===== config.mk =====
export PLATFORM = sky130hd
export DESIGN_NAME = asu_uart
export DESIGN_NICKNAME = d
export VERILOG_FILES = /design/src/hdl/asu_pkg.sv /design/src/hdl/asu_uart.sv
export VERILOG_INCLUDE_DIRS = /design/src /design/src/hdl
export SDC_FILE = /design/constraint.sdc
export NUM_CORES = 1
export LEC_CHECK = 0
export BUFFER_PORTS_ARGS = -buffer_cell sky130_fd_sc_hd__buf_2
export CORE_ASPECT_RATIO = 1.4
export CORE_MARGIN = 4
export CORE_UTILIZATION = 60
export DETAILED_ROUTE_END_ITERATION = 6
export PLACE_DENSITY = 0.78
export SLEW_MARGIN = 20
export SYNTH_ARGS = -nofsm -noshare
export SYNTH_HDL_FRONTEND = slang
export SYNTH_SLANG_ARGS = --single-unit

===== constraint.sdc =====
create_clock -name CLK -period 11.2 [get_ports CLK]
set_clock_uncertainty 0.2 [all_clocks]
set_input_delay 2.24 -clock CLK [delete_from_list [all_inputs] [get_ports CLK]]
set_output_delay 2.24 -clock CLK [all_outputs]
set_load 0.01 [all_outputs]

===== src/hdl/asu_params.svh =====
`ifndef ASU_PARAMS_SVH
`define ASU_PARAMS_SVH
// register byte offsets, one aligned word each
`define ASU_OFF_CTRL     12'h000
`define ASU_OFF_FORMAT   12'h004
`define ASU_OFF_BAUD_LO  12'h008
`define ASU_OFF_BAUD_HI  12'h00C
`define ASU_OFF_TXDATA   12'h010
`define ASU_OFF_RXDATA   12'h014
`define ASU_OFF_RXCOPY   12'h018
`define ASU_OFF_STATUS   12'h01C
`define ASU_OFF_RXERR    12'h020
`define ASU_OFF_FIFOCNT  12'h024
// control bits
`define ASU_CTRL_TXEN    0
`define ASU_CTRL_RXEN    1
`define ASU_CTRL_TXIE    2
`define ASU_CTRL_RXIE    3
`define ASU_CTRL_BRKIE   4
`define ASU_CTRL_WIDLE   5
`define ASU_CTRL_WADDR   6
`define ASU_CTRL_ABAUD   7
// status bits
`define ASU_ST_TXREADY   0
`define ASU_ST_TXEMPTY   1
`define ASU_ST_RXREADY   2
`define ASU_ST_BRK       3
`define ASU_ST_RXERR     4
`define ASU_ST_ABDONE    5
`define ASU_ST_ADDRBIT   6
// error bits
`define ASU_ERR_PAR      0
`define ASU_ERR_OVR      1
`define ASU_ERR_FRM      2
`define ASU_ERR_BRK      3
// reset values
`define ASU_RST_FORMAT   8'h07
`define ASU_RST_BAUD     16'h0015
// idle wakeup gap in bit times
`define ASU_IDLE_BITS    5'h0B
`endif


===== src/hdl/asu_pkg.sv =====
`default_nettype none
package asu_pkg;
    typedef enum logic [2:0] {
        ASU_IDLE  = 3'b000,
        ASU_START = 3'b001,
        ASU_DATA  = 3'b010,
        ASU_PAR   = 3'b011,
        ASU_ADDR  = 3'b100,
        ASU_STOP  = 3'b101
    } asu_state_type;
endpackage
`default_nettype wire


===== src/hdl/asu_uart.sv =====
// Behaviour
// - transmit and receive each own a sixteen-entry queue.
// - transmitter and receiver have separate enables and interrupt enables.
// - the receiver flags parity, overrun, framing and break errors.
// - the bit rate comes from a sixteen-bit divider written by software.
// - a frame is one start bit, one to eight data bits, one or two stops.
// - an optional even or odd parity bit follows data and is checked.
// - idle-line and address-bit multiprocessor wakeup are supported.
// - both directions hold a buffer beside the shift register.
// - the transmitter shows buffer-ready and shifter-empty flags.
// - the receiver shows char-ready, break and summary error flags.
// - transmit and receive interrupts have own enables; break has its own.
// - both pins use NRZ levels held for a whole bit period.
// - auto baud hardware measures a start bit and sets the divider.
// - registers are eight bits in the low byte; upper bits read zero.
// - written characters move to the shifter and leave one bit per period.
// - a received character goes to the data buffer and a debug copy.
`include "asu_params.svh"
`default_nettype none
module asu_uart #(
    parameter int DEPTH = 16
) (
    input  wire logic        CLK,
    input  wire logic        RESETN,
    input  wire logic        PSEL,
    input  wire logic        PENABLE,
    input  wire logic        PWRITE,
    input  wire logic [11:0] PADDR,
    input  wire logic [31:0] PWDATA,
    output logic      [31:0] PRDATA,
    output logic             PREADY,
    output logic             PSLVERR,
    input  wire logic        SERIAL_RX_PIN,
    output logic             SERIAL_TX_PIN,
    output logic             TX_IRQ,
    output logic             RX_IRQ
);
    import asu_pkg::*;
    localparam int AW = $clog2(DEPTH);

    logic [7:0]    ctrl;
    logic [7:0]    format;   // [2:0] len-1, [3] par en, [4] even, [5] 2 stop
    logic [15:0]   baud;
    logic [7:0]    tx_mem [DEPTH];
    logic [AW:0]   tx_wp, tx_rp;
    logic [7:0]    rx_mem [DEPTH];
    logic [AW:0]   rx_wp, rx_rp;
    logic [7:0]    rx_debug_copy_buffer;
    logic [3:0]    err;
    logic          ab_done, addr_seen;
    logic          rx_s1, rx_s2;
    logic          wr, rd;

    assign wr = PSEL & PENABLE & PWRITE;
    assign rd = PSEL & PENABLE & ~PWRITE;
    assign PREADY = 1'b1;
    assign PSLVERR = 1'b0;

    // queue levels; one extra pointer bit separates full from empty
    logic [AW:0] tx_cnt, rx_cnt;
    assign tx_cnt = tx_wp - tx_rp;
    assign rx_cnt = rx_wp - rx_rp;
    logic tx_full, tx_empty, rx_empty, rx_full;
    assign tx_full  = tx_cnt[AW];
    assign tx_empty = (tx_cnt == '0);
    assign rx_full  = rx_cnt[AW];
    assign rx_empty = (rx_cnt == '0);

    // shared baud tick, sixteen ticks per bit
    logic [15:0] bcnt;
    logic        tick;
    assign tick = (bcnt == '0);
    always_ff @(posedge CLK or negedge RESETN) begin
        if (!RESETN) begin
            bcnt <= 16'h0000;
        end else if (tick) begin
            bcnt <= baud;
        end else begin
            bcnt <= bcnt - 16'h0001;
        end
    end

    // transmitter
    asu_state_type tx_st;
    logic [7:0] tx_shift_register;
    logic [3:0] tx_sub;
    logic [2:0] tx_bit;
    logic       tx_par, tx_stop2;
    logic       tx_pop, tx_busy;
    assign tx_pop = (tx_st == ASU_IDLE) & tick & ~tx_empty
                    & ctrl[`ASU_CTRL_TXEN];
    assign tx_busy = (tx_st != ASU_IDLE);
    always_ff @(posedge CLK or negedge RESETN) begin
        if (!RESETN) begin
            tx_st <= ASU_IDLE;
            tx_shift_register <= 8'h00;
            tx_sub <= 4'h0;
            tx_bit <= 3'h0;
            tx_par <= 1'b0;
            tx_stop2 <= 1'b0;
            SERIAL_TX_PIN <= 1'b1;
        end else if (tx_pop) begin
            tx_shift_register <= tx_mem[tx_rp[AW-1:0]];
            tx_st <= ASU_START;
            tx_sub <= 4'hF;
            tx_bit <= 3'h0;
            tx_par <= ~format[4];
            tx_stop2 <= format[5];
            SERIAL_TX_PIN <= 1'b0;
        end else if (tick && tx_busy) begin
            tx_sub <= tx_sub - 4'h1;
            if (tx_sub == 4'h0) begin
                tx_sub <= 4'hF;
                unique case (tx_st)
                    ASU_START, ASU_DATA: begin
                        if (tx_st == ASU_DATA) begin
                            tx_shift_register <= {1'b0, tx_shift_register[7:1]};
                            tx_bit <= tx_bit + 3'h1;
                        end
                        if (tx_st == ASU_DATA && tx_bit == format[2:0]) begin
                            tx_st <= format[3] ? ASU_PAR : ASU_STOP;
                            SERIAL_TX_PIN <= format[3] ? tx_par : 1'b1;
                        end else begin
                            tx_st <= ASU_DATA;
                            SERIAL_TX_PIN <= (tx_st == ASU_DATA) ?
                                tx_shift_register[1] : tx_shift_register[0];
                            tx_par <= tx_par ^ ((tx_st == ASU_DATA) ?
                                tx_shift_register[1] : tx_shift_register[0]);
                        end
                    end
                    ASU_PAR: begin
                        tx_st <= ASU_STOP;
                        SERIAL_TX_PIN <= 1'b1;
                    end
                    ASU_STOP: begin
                        if (tx_stop2) begin
                            tx_stop2 <= 1'b0;
                        end else begin
                            tx_st <= ASU_IDLE;
                        end
                    end
                    default: tx_st <= ASU_IDLE;
                endcase
            end
        end
    end

    // receive pin synchroniser
    always_ff @(posedge CLK or negedge RESETN) begin
        if (!RESETN) begin
            rx_s1 <= 1'b1;
            rx_s2 <= 1'b1;
        end else begin
            rx_s1 <= SERIAL_RX_PIN;
            rx_s2 <= rx_s1;
        end
    end

    // receiver; samples mid-bit at sub count 8
    asu_state_type rx_st;
    logic [7:0] rx_shift_register;
    logic [3:0] rx_sub;
    logic [2:0] rx_bit;
    logic       rx_par, rx_allzero, rx_push, rx_stop2;
    logic [4:0] idle_cnt;
    logic       awake;
    logic       mid;
    assign mid = tick & (rx_sub == 4'h8);
    always_ff @(posedge CLK or negedge RESETN) begin
        if (!RESETN) begin
            rx_st <= ASU_IDLE;
            rx_shift_register <= 8'h00;
            rx_sub <= 4'h0;
            rx_bit <= 3'h0;
            rx_par <= 1'b0;
            rx_allzero <= 1'b1;
            rx_push <= 1'b0;
            rx_stop2 <= 1'b0;
            awake <= 1'b0;
            addr_seen <= 1'b0;
        end else begin
            rx_push <= 1'b0;
            if (rx_st == ASU_IDLE) begin
                if (tick && !rx_s2 && ctrl[`ASU_CTRL_RXEN]) begin
                    rx_st <= ASU_START;
                    rx_sub <= 4'h0;
                    rx_bit <= 3'h0;
                    rx_par <= ~format[4];
                    rx_allzero <= 1'b1;
                    rx_stop2 <= format[5];
                end
            end else if (tick) begin
                rx_sub <= rx_sub + 4'h1;
            end
            // idle gap opens the next block in idle-line mode
            if (ctrl[`ASU_CTRL_WIDLE] && idle_cnt == `ASU_IDLE_BITS) begin
                awake <= 1'b1;
            end
            if (mid && rx_st != ASU_IDLE) begin
                rx_allzero <= rx_allzero & ~rx_s2;
                unique case (rx_st)
                    ASU_START: rx_st <= rx_s2 ? ASU_IDLE : ASU_DATA;
                    ASU_DATA: begin
                        rx_shift_register <= {rx_s2, rx_shift_register[7:1]};
                        rx_par <= rx_par ^ rx_s2;
                        rx_bit <= rx_bit + 3'h1;
                        if (rx_bit == format[2:0]) begin
                            rx_st <= format[3] ? ASU_PAR :
                                     ctrl[`ASU_CTRL_WADDR] ? ASU_ADDR :
                                     ASU_STOP;
                        end
                    end
                    ASU_PAR: begin
                        rx_par <= rx_par ^ rx_s2;
                        rx_st <= ctrl[`ASU_CTRL_WADDR] ? ASU_ADDR : ASU_STOP;
                    end
                    ASU_ADDR: begin
                        addr_seen <= rx_s2;
                        if (rx_s2) begin
                            awake <= 1'b1;
                        end
                        rx_st <= ASU_STOP;
                    end
                    ASU_STOP: begin
                        if (rx_stop2 && rx_s2) begin
                            rx_stop2 <= 1'b0;
                        end else begin
                            rx_st <= ASU_IDLE;
                            rx_push <= 1'b1;
                        end
                    end
                    default: rx_st <= ASU_IDLE;
                endcase
            end
        end
    end

    // idle time counted in bit periods while the line rests high
    logic [3:0] idle_sub;
    always_ff @(posedge CLK or negedge RESETN) begin
        if (!RESETN) begin
            idle_cnt <= 5'h00;
            idle_sub <= 4'h0;
        end else if (!rx_s2 || rx_st != ASU_IDLE) begin
            idle_cnt <= 5'h00;
            idle_sub <= 4'h0;
        end else if (tick && idle_cnt != `ASU_IDLE_BITS) begin
            idle_sub <= idle_sub + 4'h1;
            if (idle_sub == 4'hF) begin
                idle_cnt <= idle_cnt + 5'h01;
            end
        end
    end

    // character lands when the mode lets this node listen
    logic wake_mode, accept;
    assign wake_mode = ctrl[`ASU_CTRL_WIDLE] | ctrl[`ASU_CTRL_WADDR];
    assign accept = rx_push & (~wake_mode | awake);
    logic frm_bad, par_bad, brk_now;
    assign frm_bad = ~rx_s2;
    assign par_bad = format[3] & rx_par;
    assign brk_now = rx_allzero & ~rx_s2;

    // auto baud: time one start bit in clocks, divider = width/16 - 1
    logic [19:0] ab_cnt;
    logic        ab_run;
    logic        rx_prev;
    always_ff @(posedge CLK or negedge RESETN) begin
        if (!RESETN) begin
            rx_prev <= 1'b1;
        end else begin
            rx_prev <= rx_s2;
        end
    end

    // register writes; set beats clear for every hardware flag
    always_ff @(posedge CLK or negedge RESETN) begin
        if (!RESETN) begin
            ctrl <= 8'h00;
            format <= `ASU_RST_FORMAT;
            baud <= `ASU_RST_BAUD;
            err <= 4'h0;
            ab_done <= 1'b0;
            ab_run <= 1'b0;
            ab_cnt <= 20'h00000;
        end else begin
            if (wr && PADDR == `ASU_OFF_CTRL) ctrl <= PWDATA[7:0];
            if (wr && PADDR == `ASU_OFF_FORMAT) format <= PWDATA[7:0];
            if (wr && PADDR == `ASU_OFF_BAUD_LO) baud[7:0] <= PWDATA[7:0];
            if (wr && PADDR == `ASU_OFF_BAUD_HI) baud[15:8] <= PWDATA[7:0];
            if (wr && PADDR == `ASU_OFF_RXERR) err <= err & ~PWDATA[3:0];
            if (wr && PADDR == `ASU_OFF_STATUS && PWDATA[`ASU_ST_ABDONE])
                ab_done <= 1'b0;
            if (rx_push) begin
                if (par_bad) err[`ASU_ERR_PAR] <= 1'b1;
                if (frm_bad) err[`ASU_ERR_FRM] <= 1'b1;
                if (brk_now) err[`ASU_ERR_BRK] <= 1'b1;
                if (accept && rx_full) err[`ASU_ERR_OVR] <= 1'b1;
            end
            // auto baud runs on a falling start edge until it rises
            if (ctrl[`ASU_CTRL_ABAUD] && !ab_done) begin
                if (rx_prev && !rx_s2) begin
                    ab_run <= 1'b1;
                    ab_cnt <= 20'h00000;
                end else if (ab_run && !rx_s2) begin
                    ab_cnt <= ab_cnt + 20'h00001;
                end else if (ab_run && rx_s2) begin
                    ab_run <= 1'b0;
                    ab_done <= 1'b1;
                    baud <= (ab_cnt[19:4] == 16'h0000) ? 16'h0000 :
                            ab_cnt[19:4] - 16'h0001;
                end
            end
        end
    end

    // queues and the debug copy
    logic rx_pop;
    assign rx_pop = rd & (PADDR == `ASU_OFF_RXDATA) & ~rx_empty;
    always_ff @(posedge CLK or negedge RESETN) begin
        if (!RESETN) begin
            tx_wp <= '0;
            tx_rp <= '0;
            rx_wp <= '0;
            rx_rp <= '0;
            rx_debug_copy_buffer <= 8'h00;
        end else begin
            if (wr && PADDR == `ASU_OFF_TXDATA && !tx_full) begin
                tx_mem[tx_wp[AW-1:0]] <= PWDATA[7:0];
                tx_wp <= tx_wp + 1'b1;
            end
            if (tx_pop) tx_rp <= tx_rp + 1'b1;
            if (accept && !rx_full) begin
                rx_mem[rx_wp[AW-1:0]] <= rx_shift_register >> (3'h7 - format[2:0]);
                rx_wp <= rx_wp + 1'b1;
                rx_debug_copy_buffer <= rx_shift_register >> (3'h7 - format[2:0]);
            end
            if (rx_pop) rx_rp <= rx_rp + 1'b1;
        end
    end

    // status and interrupts
    logic [7:0] status;
    assign status = {1'b0, addr_seen, ab_done, |err, err[`ASU_ERR_BRK],
                     ~rx_empty, ~tx_busy & tx_empty, ~tx_full};
    assign TX_IRQ = ctrl[`ASU_CTRL_TXIE] & ~tx_full;
    assign RX_IRQ = (ctrl[`ASU_CTRL_RXIE] & (~rx_empty | |err[2:0])) |
                    (ctrl[`ASU_CTRL_BRKIE] & err[`ASU_ERR_BRK]);

    // read mux; unmapped offsets read zero
    logic [7:0] rbyte;
    always_comb begin
        unique case (PADDR)
            `ASU_OFF_CTRL:    rbyte = ctrl;
            `ASU_OFF_FORMAT:  rbyte = format;
            `ASU_OFF_BAUD_LO: rbyte = baud[7:0];
            `ASU_OFF_BAUD_HI: rbyte = baud[15:8];
            `ASU_OFF_RXDATA:  rbyte = rx_mem[rx_rp[AW-1:0]];
            `ASU_OFF_RXCOPY:  rbyte = rx_debug_copy_buffer;
            `ASU_OFF_STATUS:  rbyte = status;
            `ASU_OFF_RXERR:   rbyte = {4'h0, err};
            `ASU_OFF_FIFOCNT: rbyte = {3'h0, rx_cnt[AW:0]} | 8'h00;
            default:          rbyte = 8'h00;
        endcase
    end
    assign PRDATA = {24'h000000, rbyte};

    a_tx_idle_high: assert property (@(posedge CLK) disable iff (!RESETN)
        (tx_st == ASU_IDLE) |-> SERIAL_TX_PIN)
        else $error("tx line not high while idle");
    a_tx_start_low: assert property (@(posedge CLK) disable iff (!RESETN)
        tx_pop |=> !SERIAL_TX_PIN && tx_st == ASU_START)
        else $error("start bit missing");
    a_tx_fifo_cap: assert property (@(posedge CLK) disable iff (!RESETN)
        tx_cnt <= DEPTH)
        else $error("tx queue beyond depth");
    a_rx_fifo_cap: assert property (@(posedge CLK) disable iff (!RESETN)
        rx_cnt <= DEPTH)
        else $error("rx queue beyond depth");
    a_ovr_set: assert property (@(posedge CLK) disable iff (!RESETN)
        rx_push && accept && rx_full |=> err[`ASU_ERR_OVR])
        else $error("overrun not flagged");
    a_rx_copy: assert property (@(posedge CLK) disable iff (!RESETN)
        accept && !rx_full |=>
            rx_cnt == $past(rx_cnt) + 1'b1 || $past(rx_pop))
        else $error("received char not stored");
    a_frm_set: assert property (@(posedge CLK) disable iff (!RESETN)
        rx_push && frm_bad |=> err[`ASU_ERR_FRM])
        else $error("framing error not flagged");
    a_upper_zero: assert property (@(posedge CLK) disable iff (!RESETN)
        PRDATA[31:8] == 24'h000000)
        else $error("upper bits not zero");
    a_err_summary: assert property (@(posedge CLK) disable iff (!RESETN)
        (err != 4'h0) == status[`ASU_ST_RXERR])
        else $error("summary error wrong");
    a_rx_disabled: assert property (@(posedge CLK) disable iff (!RESETN)
        !ctrl[`ASU_CTRL_RXEN] && rx_st == ASU_IDLE |=>
            rx_st == ASU_IDLE)
        else $error("receiver ran while disabled");
endmodule
`default_nettype wire


==> impl_metrics.ini, run 1 <==
[clock_network]
clk_path_buf_depth = 3
cts_buffers = 40
cts.reportedPaths.clkPinSlew_ns = 0.06
cts_resized = 0
cts-root-buf = clkbuf_16
postCtsSetupRepairBufs = 0
cts.htree.levels = 2
cts.sink_count = 415
clock_latency_ns = 0.55
hold_buffers = 0
tritoncts = done

[synth]
synth_edf_count = 256
synth_seq_cells = 415
yosys.area.top_type_share = 0.402
avgSynthCellArea_um2 = 13.6
synth_cell_types = 77
ys_async_sr_fraction = 0.383
synth_area_leaders = edfxtp_1 (40%), dfrtp_1 (19%), mux4_2 (8.6%)
ys_warn_count = 0
synthFlopType = edfxtp_1
synth_area_um2 = 19100
yosys.area.top_type = edfxtp_1
seq_area_frac_synth = 0.610
synth_cells = 1409

[detailed_routing]
ant_nets = 0
routed_wl_mm = 43.5
dr.pass1.iters = 7
vias_per_cell = 6.33
drc = 3
drt_iter0_drc = 874
num_vias = 11800
wire_per_inst_um = 23.3

[critical_path]
r2r_end = tx_mem[2][2]
ff2ff_path_depth = 10
path_class = in2out
critPathLaunchType = input pin
cp_max_fo = 9
regToRegSetupSlack_ns = 7.00
crit_required_ns = 8.76
worstSetupEndpointType = output pin
startpoint = PADDR[1]
reg2reg_from = tx_rp[0]
crit_arrival_ns = 5.29

[placed_design]
io_buffers = 36
post-place-ws_ns = 3.73
dpl.hpwl_mm = 29.5
gp_congestion = 0.892

[sta]
setup_viol = 0
finalCriticalPeriod_ns = 7.73
relSlewSlack = 0.339
hold_viol = 0
period_share = 0.690
fmax_mhz = 129
rsz0062_at_grt = no
slew_viol_final = 0
layout_setup_ws_ns = 3.47
setup_tns_ns = 0
tightest_slew_ns = 0.983

[power]
powerDensity_nw_per_um2 = 147
peakVddDrop_uv = 149
p_total_mw = 3.08
leakage_nw = 8.16

[layout]
drive_gt1_frac = 0.184
area_delta_synth_final_pct = 9.63
mostFrequentLayoutCell = edfxtp_1
seq_area_um2 = 11700
nFillCells = 2126
multi_input_comb_area_um2 = 6960
final_cell_mix = edfxtp_1 (256), dfrtp_1 (146), nand2_1 (123)
nNetsFinal = 1520

[floorplanning]
die_w_um = 159
dieArea_um2 = 34900
rows = 77
core-area_um2 = 31500
fp.dieH_um = 219
io_pins = 87
start_util = 0.607

[global_route]
grt_max_degree = 68
grt_pass1_wl_mm = 69.1
grt.overflow.total = 0
antenna_found_initial = 1
grt_pass1_vias = 12300
grt_usage = 0.254

[worst_hold_path]
hold_path_depth = 0
hp-start = rx_s1
min_path_type = reg2reg
worst_hold_path.endpoint = rx_s2

[status]
status = finished with violations
violations = DRC

[run]
cap_violations = 0
## report_power, final
group          leakage [nW]  internal [mW]  switching [mW]
Sequential             4.66           1.62         0.00155
Combinational          2.83        0.00891          0.0364
Clock                 0.668          0.821           0.594
## cells by family after synthesis
family                     share of synthesized area
DFF                                            0.610
and+or+nand+nor                                0.116
muxes                                          0.127
xor gates and xnor gates                      0.0339
adders and majority gates                     0.0217
other                                       0.000393
buffers and inverters                         0.0311
AOI/OAI and AO/OA                             0.0596
## worst max-delay path, stage by stage
cell      delay (ns)
buf_2           0.10
nor4_1          0.84
nand4b_1        0.62
nor3_1          0.76
a222oi_1        0.24
o311ai_0        0.24
buf_2           0.25
## final cells by class
class / instances / share of cell area
Clock inverter: 31 / 0.0171
Clock buffer: 43 / 0.0493
Antenna cell: 2 / 0.000239
Multi-Input combinational cell: 894 / 0.332
Tap cell: 395 / 0.0236
Timing Repair Buffer: 54 / 0.0153
Sequential cell: 415 / 0.557
Inverter: 33 / 0.00591
## sequential cells by signal, summed over array words and instances, names as in the netlist, 4 cells and up
register / cells
ab_cnt: 20
baud: 16
bcnt: 16
ctrl: 8
err: 4
format: 8
idle_cnt: 5
idle_sub: 4
rx_debug_copy_buffer: 8
rx_mem: 128
rx_rp: 5
rx_shift_register: 8
rx_sub: 4
rx_wp: 5
tx_mem: 128
tx_rp: 5
tx_shift_register: 8
tx_sub: 4
tx_wp: 5
## through the flow
stage	hold slack, ns	area [um2]	utilization	cells
detailed placement	0.148	19600	0.621	1791
global placement	0.147	19600	0.621	1791
CTS	0.154	21000	0.665	1865
global route	0.161	21000	0.666	1866
finish	0.154	21000	0.666	1867
floorplan	0.145	19200	-	1433
## synthesized netlist by cell type, types with 27 or more instances
master	number
buf_4	27
clkbuf_1	36
dfrtp_1	148
edfxtp_1	256
ha_1	30
inv_1	30
mux2_2	40
mux2i_1	32
mux4_2	73
nand2_1	123
nand3_1	37
nor2_1	110
nor3_1	34
o21ai_0	40
xnor2_1	49
## metal layers
layer / global-route usage / up-vias / wire (um)
li1: - / 5293 / -
met1: 0.295 / 6006 / 15600
met2: 0.475 / 402 / 23800
met3: 0.0286 / 118 / 1960
met4: 0.117 / 0 / 2200
met5: 0 / - / 0
## worst max path at each step
| stage | to |
|---|---|
| 6_report | PRDATA[3] |
| 5_1_grt | PRDATA[3] |
| 4_1_cts | PRDATA[3] |
| 3_5_place_dp | PRDATA[3] |
| 3_3_place_gp | PRDATA[3] |
| 2_1_floorplan | PRDATA[1] |
No activity file was read; power rests on OpenSTA's default activity.
==> run 2, diff against run 1 <==
- CORE_UTILIZATION: 60 -> 56
- PLACE_DENSITY: 0.78 -> 0.77
- clock period: 11.2 -> 7.1 ns (I/O delays scaled with it)
==> impl_metrics.ini, run 2 (same netlist as run 1, synthesis figures left out) <==
[power]
sw_frac_of_total = 0.209
p_total_mw = 4.75
pwr-share-comb = 0.015
intPower_mw = 3.76
powerDensity_nw_per_um2 = 227
clkPwrFrac = 0.446
switching_power_uw = 991
leakage_nw = 8.13
peakVddDrop_uv = 225
sequentialPowerShare = 0.539

[clock_network]
cts-root-buf = clkbuf_16
clock_latency_ns = 0.56
cts_resized = 0
cts.htree.levels = 2
postCtsSetupRepairBufs = 0
tritoncts = done
clk_path_buf_depth = 3
cts_buffers = 40
cts.reportedPaths.clkPinSlew_ns = 0.06
cts.sink_count = 415
hold_buffers = 0

[sta]
slew_viol_final = 0
finalCriticalPeriod_ns = 5.64
rsz0062_at_grt = no
layout_setup_ws_ns = 1.46
tightest_slew_ns = 0.964
setup_viol = 0
fmax_mhz = 177
relSlewSlack = 0.353
setup_tns_ns = 0
hold_viol = 0
period_share = 0.794

[floorplanning]
start_util = 0.571
dieArea_um2 = 37200
rows = 79
die_w_um = 164
io_pins = 87
core-area_um2 = 33500
fp.dieH_um = 227

[detailed_routing]
num_vias = 11600
dr.pass1.iters = 6
routed_wl_mm = 41.2
drt_iter0_drc = 1087
vias_per_cell = 6.08
ant_nets = 0
wire_per_inst_um = 21.5
drc = 0

[layout]
mostFrequentLayoutCell = edfxtp_1
nNetsFinal = 1518
antennaDiodeCount = 0
final_cell_mix = edfxtp_1 (256), dfrtp_1 (146), nand2_1 (123)
area_delta_synth_final_pct = 9.44
drive_gt1_frac = 0.181
stdcell_area_um2 = 20900

[critical_path]
critPathLaunchType = input pin
ff2ff_path_depth = 8
cpMaxStageDelayCell = nor4_1
cpMostUsedCell = buf_2
crit_required_ns = 5.48
crit_arrival_ns = 4.02
crit_chain = buf_2 -> nor4_1 -> nand4b_1 -> or2_2 -> or4_1 -> nand3_1 -> buf_2
slowest_delay_ns = 0.64
path_class = in2out
cp_max_fo = 9
worstSetupEndpointType = output pin

[placed_design]
dpl.hpwl_mm = 27.7
io_buffers = 36
placed_area_um2 = 19600
post-place-ws_ns = 1.58
gp_congestion = 0.905

[global_route]
grt_usage = 0.228
antenna_found_initial = 1
grt_pass1_vias = 11700
grt_max_degree = 74
grt.overflow.total = 0
grt_pass1_wl_mm = 65.7

[worst_hold_path]
min_path_type = reg2reg
hold_path_depth = 0

[status]
status = complete, no violations

[run]
cap_violations = 0
run 2: cell count changes in the layout (fill, tap and decap cells not counted), sizes merged:
cell	before	now
bufinv	6	3
clkinvlp	5	2
buf	54	52
clkbuf	43	44
diode	2	0
clkinv	16	19
run 2: critical path: cells and delay by family:
kind / cells / cell delay [ns]
buffers and inverters: 2 / 0.25
AND/OR/NAND/NOR: 5 / 2.34
run 2: metal layers:
layer / up-vias / wire [um] / GRT usage
met5: - / 0 / 0
met4: 0 / 1750 / 0.0923
met3: 106 / 2410 / 0.0360
met2: 419 / 20900 / 0.388
met1: 5801 / 16200 / 0.294
li1: 5289 / - / -
run 2: area by class of cell:
type	count	area, um2
Clock inverter	28	270
Timing Repair Buffer	52	307
Multi-Input combinational cell	894	6960
Fill cell	2491	12600
Inverter	33	124
Clock buffer	44	1040
Tap cell	445	557
Sequential cell	415	11700
run 2: metrics by stage:
stage / instances / hold WS, ns / util
floorplan: 1433 / 0.145 / -
global placement: 1839 / 0.145 / 0.585
detailed placement: 1839 / 0.147 / 0.586
CTS: 1911 / 0.156 / 0.625
global route: 1911 / 0.165 / 0.625
finish: 1911 / 0.155 / 0.625
run 2: path summary, 6_finish.rpt:
check | slack [ns] | endpoint | from
max in group asynchronous | 4.84 | ab_cnt[10] | RESETN
worst min register to register | 0.16 | rx_s2 | rx_s1
worst max-delay path | 1.46 | PRDATA[1] | PADDR[9]
worst max register to register | 3.13 | tx_mem[15][4] | tx_rp[1]
min in group asynchronous | 0.69 | tx_sub[3] | RESETN
worst min-delay path | 0.16 | rx_s2 | rx_s1
run 2: power by group through the flow:
| stage | clock (mW) | sequential (mW) | combinational, mW |
|---|---|---|---|
| after floorplan | 0 | 2.61 | 0.0340 |
| after global placement | 0 | 2.61 | 0.0709 |
| after detailed placement | 0 | 2.61 | 0.0723 |
| after CTS | 2.16 | 2.56 | 0.0724 |
| after global routing | 2.26 | 2.56 | 0.0794 |
| final | 2.12 | 2.56 | 0.0715 |
==> run 3, diff against run 2 <==
- ABC_AREA: default -> 1
- PLACE_DENSITY: 0.77 -> 0.76
- clock period: 7.1 -> 5 ns (I/O delays scaled with it)
==> impl_metrics.ini, run 3 <==
[global_route]
grt.overflow.total = 0
grt_usage = 0.250
grt_pass1_vias = 14700
grt_pass1_wl_mm = 77.7
grt_max_degree = 68
antenna_found_initial = 0

[critical_path]
critPathLaunchType = flip-flop
crit_required_ns = 3.80
reg2reg_from = rx_rp[0]
r2r_end = rx_mem[4][0]
cp_max_fo = 12
regToRegSetupSlack_ns = 1.42
crit_chain = inv_2 -> ha_1 -> nand3_1 -> nand3_1 -> inv_1 -> nand2_1 -> nand2_1 -> nor2_1 -> nand4_1 -> nand4_1 -> buf_2
worstSetupEndpointType = output pin
path_class = reg2out
cpMaxStageDelayCell = dfrtp_1
crit_arrival_ns = 3.10
ff2ff_path_depth = 8
slowest_delay_ns = 0.67

[synth]
yosys.area.top_type = edfxtp_1
post-synth-top-count-cell = nand2_1
synth_cells = 2144
seq_area_frac_synth = 0.578
ys_warn_count = 0
synth_seq_cells = 415
synth_common_cells = nand2_1 (465), nor2_1 (273), edfxtp_1 (256)
synthFlopType = edfxtp_1
avgSynthCellArea_um2 = 9.43
ys_async_sr_fraction = 0.383
synth_area_um2 = 20200
synth_cell_types = 56
synth_edf_count = 256
yosys.area.top_type_share = 0.380
synth_area_leaders = edfxtp_1 (38%), dfrtp_1 (18%), nand2_1 (8.6%)

[sta]
rsz0062_at_grt = no
tightest_slew_ns = 0.926
slew_viol_final = 0
period_share = 0.860
hold_viol = 0
fmax_mhz = 233
setup_tns_ns = 0
relSlewSlack = 0.380
layout_setup_ws_ns = 0.702
setup_viol = 0
finalCriticalPeriod_ns = 4.30

[layout]
final_cell_mix = nand2_1 (465), nor2_1 (271), edfxtp_1 (256)
final_cells = 2666
area_delta_synth_final_pct = 9.00
mostFrequentLayoutCell = nand2_1
multi_input_comb_area_um2 = 7390
seq_area_um2 = 11700
antennaDiodeCount = 0
nFillCells = 2857
drive_gt1_frac = 0.0930
stdcell_area_um2 = 22000
nNetsFinal = 2254

[worst_hold_path]
min_path_type = in2async

[clock_network]
cts.htree.levels = 2
cts_buffers = 40
hold_buffers = 0
tritoncts = done
cts.reportedPaths.clkPinSlew_ns = 0.07
postCtsSetupRepairBufs = 0
cts_resized = 0
cts-root-buf = clkbuf_16
clk_path_buf_depth = 3
clock_latency_ns = 0.56
cts.sink_count = 415

[power]
clkPwrFrac = 0.445
intPower_mw = 5.35
sequentialPowerShare = 0.539
peakVddDrop_uv = 320
leakage_nw = 9.45
powerDensity_nw_per_um2 = 307
pwr-share-comb = 0.016
switching_power_mw = 1.41
sw_frac_of_total = 0.208

[placed_design]
post-place-cells = 2592
dpl.hpwl_mm = 34.5
placed_area_um2 = 20700
gp_congestion = 0.937
io_buffers = 36
post-place-ws_ns = 0.936

[floorplanning]
io_pins = 87
die_w_um = 169
dieArea_um2 = 39200
fp.dieH_um = 233
core-area_um2 = 35700
rows = 82
start_util = 0.566

[detailed_routing]
vias_per_cell = 5.59
wire_per_inst_um = 18.5
routed_wl_mm = 49.3
drc = 0
dr.pass1.iters = 5
drt_iter0_drc = 1252
num_vias = 14900
ant_nets = 0

[run]
cap_violations = 0

[status]
status = complete, no violations
==> run 3: kinds of logic after synthesis <==
| kind of cell | count (synthesis) | synth area share |
|---|---|---|
| adders and majority gates | 32 | 0.0205 |
| buffers and inverters | 288 | 0.0616 |
| xor gates and xnor gates | 58 | 0.0251 |
| DFF | 415 | 0.578 |
| and+or+nand+nor | 973 | 0.211 |
| other | 2 | 0.000372 |
| AOI/OAI and AO/OA | 375 | 0.103 |
| muxes | 1 | 0.000557 |
==> run 3: how the worst max path moves through the flow <==
stage	start	end	slack [ns]	cells after the start
after floorplan	PADDR[7]	PRDATA[0]	1.69	5
after global placement	PADDR[9]	PRDATA[1]	0.94	9
after detailed placement	PADDR[9]	PRDATA[1]	0.94	9
after CTS	rx_rp[0]	RX_IRQ	0.75	8
after global routing	tx_rp[2]	PRDATA[1]	0.48	11
final	tx_rp[2]	PRDATA[1]	0.70	11
==> run 3: power groups by stage <==
stage                     Clock [mW]  Combinational [mW]  Sequential [mW]
final                           3.01               0.110             3.64
after global routing            3.19               0.123             3.64
after CTS                       3.04               0.111             3.64
after detailed placement           0               0.111             3.71
after global placement             0               0.107             3.71
after floorplan                    0              0.0525             3.71
==> run 3: layer usage <==
layer | vias to the layer above | wire length (um) | part of all wire | GRT usage
met5 | - | 0 | 0 | 0
met4 | 0 | 2820 | 0.057 | 0.130
met3 | 144 | 2430 | 0.049 | 0.0309
met2 | 459 | 25000 | 0.51 | 0.439
met1 | 7101 | 19100 | 0.39 | 0.303
li1 | 7210 | - | - | -
==> run 3: stage by stage <==
step	utilization	total power [mW]	hold slack [ns]
6_report	0.617	6.76	0.153
5_1_grt	0.617	6.95	0.164
3_5_place_dp	0.580	3.82	0.148
4_1_cts	0.617	6.80	0.150
2_1_floorplan	-	3.76	0.145
3_3_place_gp	0.580	3.82	0.147
==> run 3: cell type report <==
type                            count  share of cell area
Clock buffer                       54              0.0492
Multi-Input combinational cell   1465               0.335
Tap cell                          462              0.0262
Inverter                          191              0.0327
Timing Repair Buffer               59              0.0163
Clock inverter                     20              0.0101
Sequential cell                   415               0.530
==> run 3: worst max-delay path: cells and delay by family (launching register included) <==
family                     cells  cell delay (ns)
DFF                            1             0.67
adders and majority gates      1             0.38
buffers and inverters          3             0.47
and+or+nand+nor                7             1.01
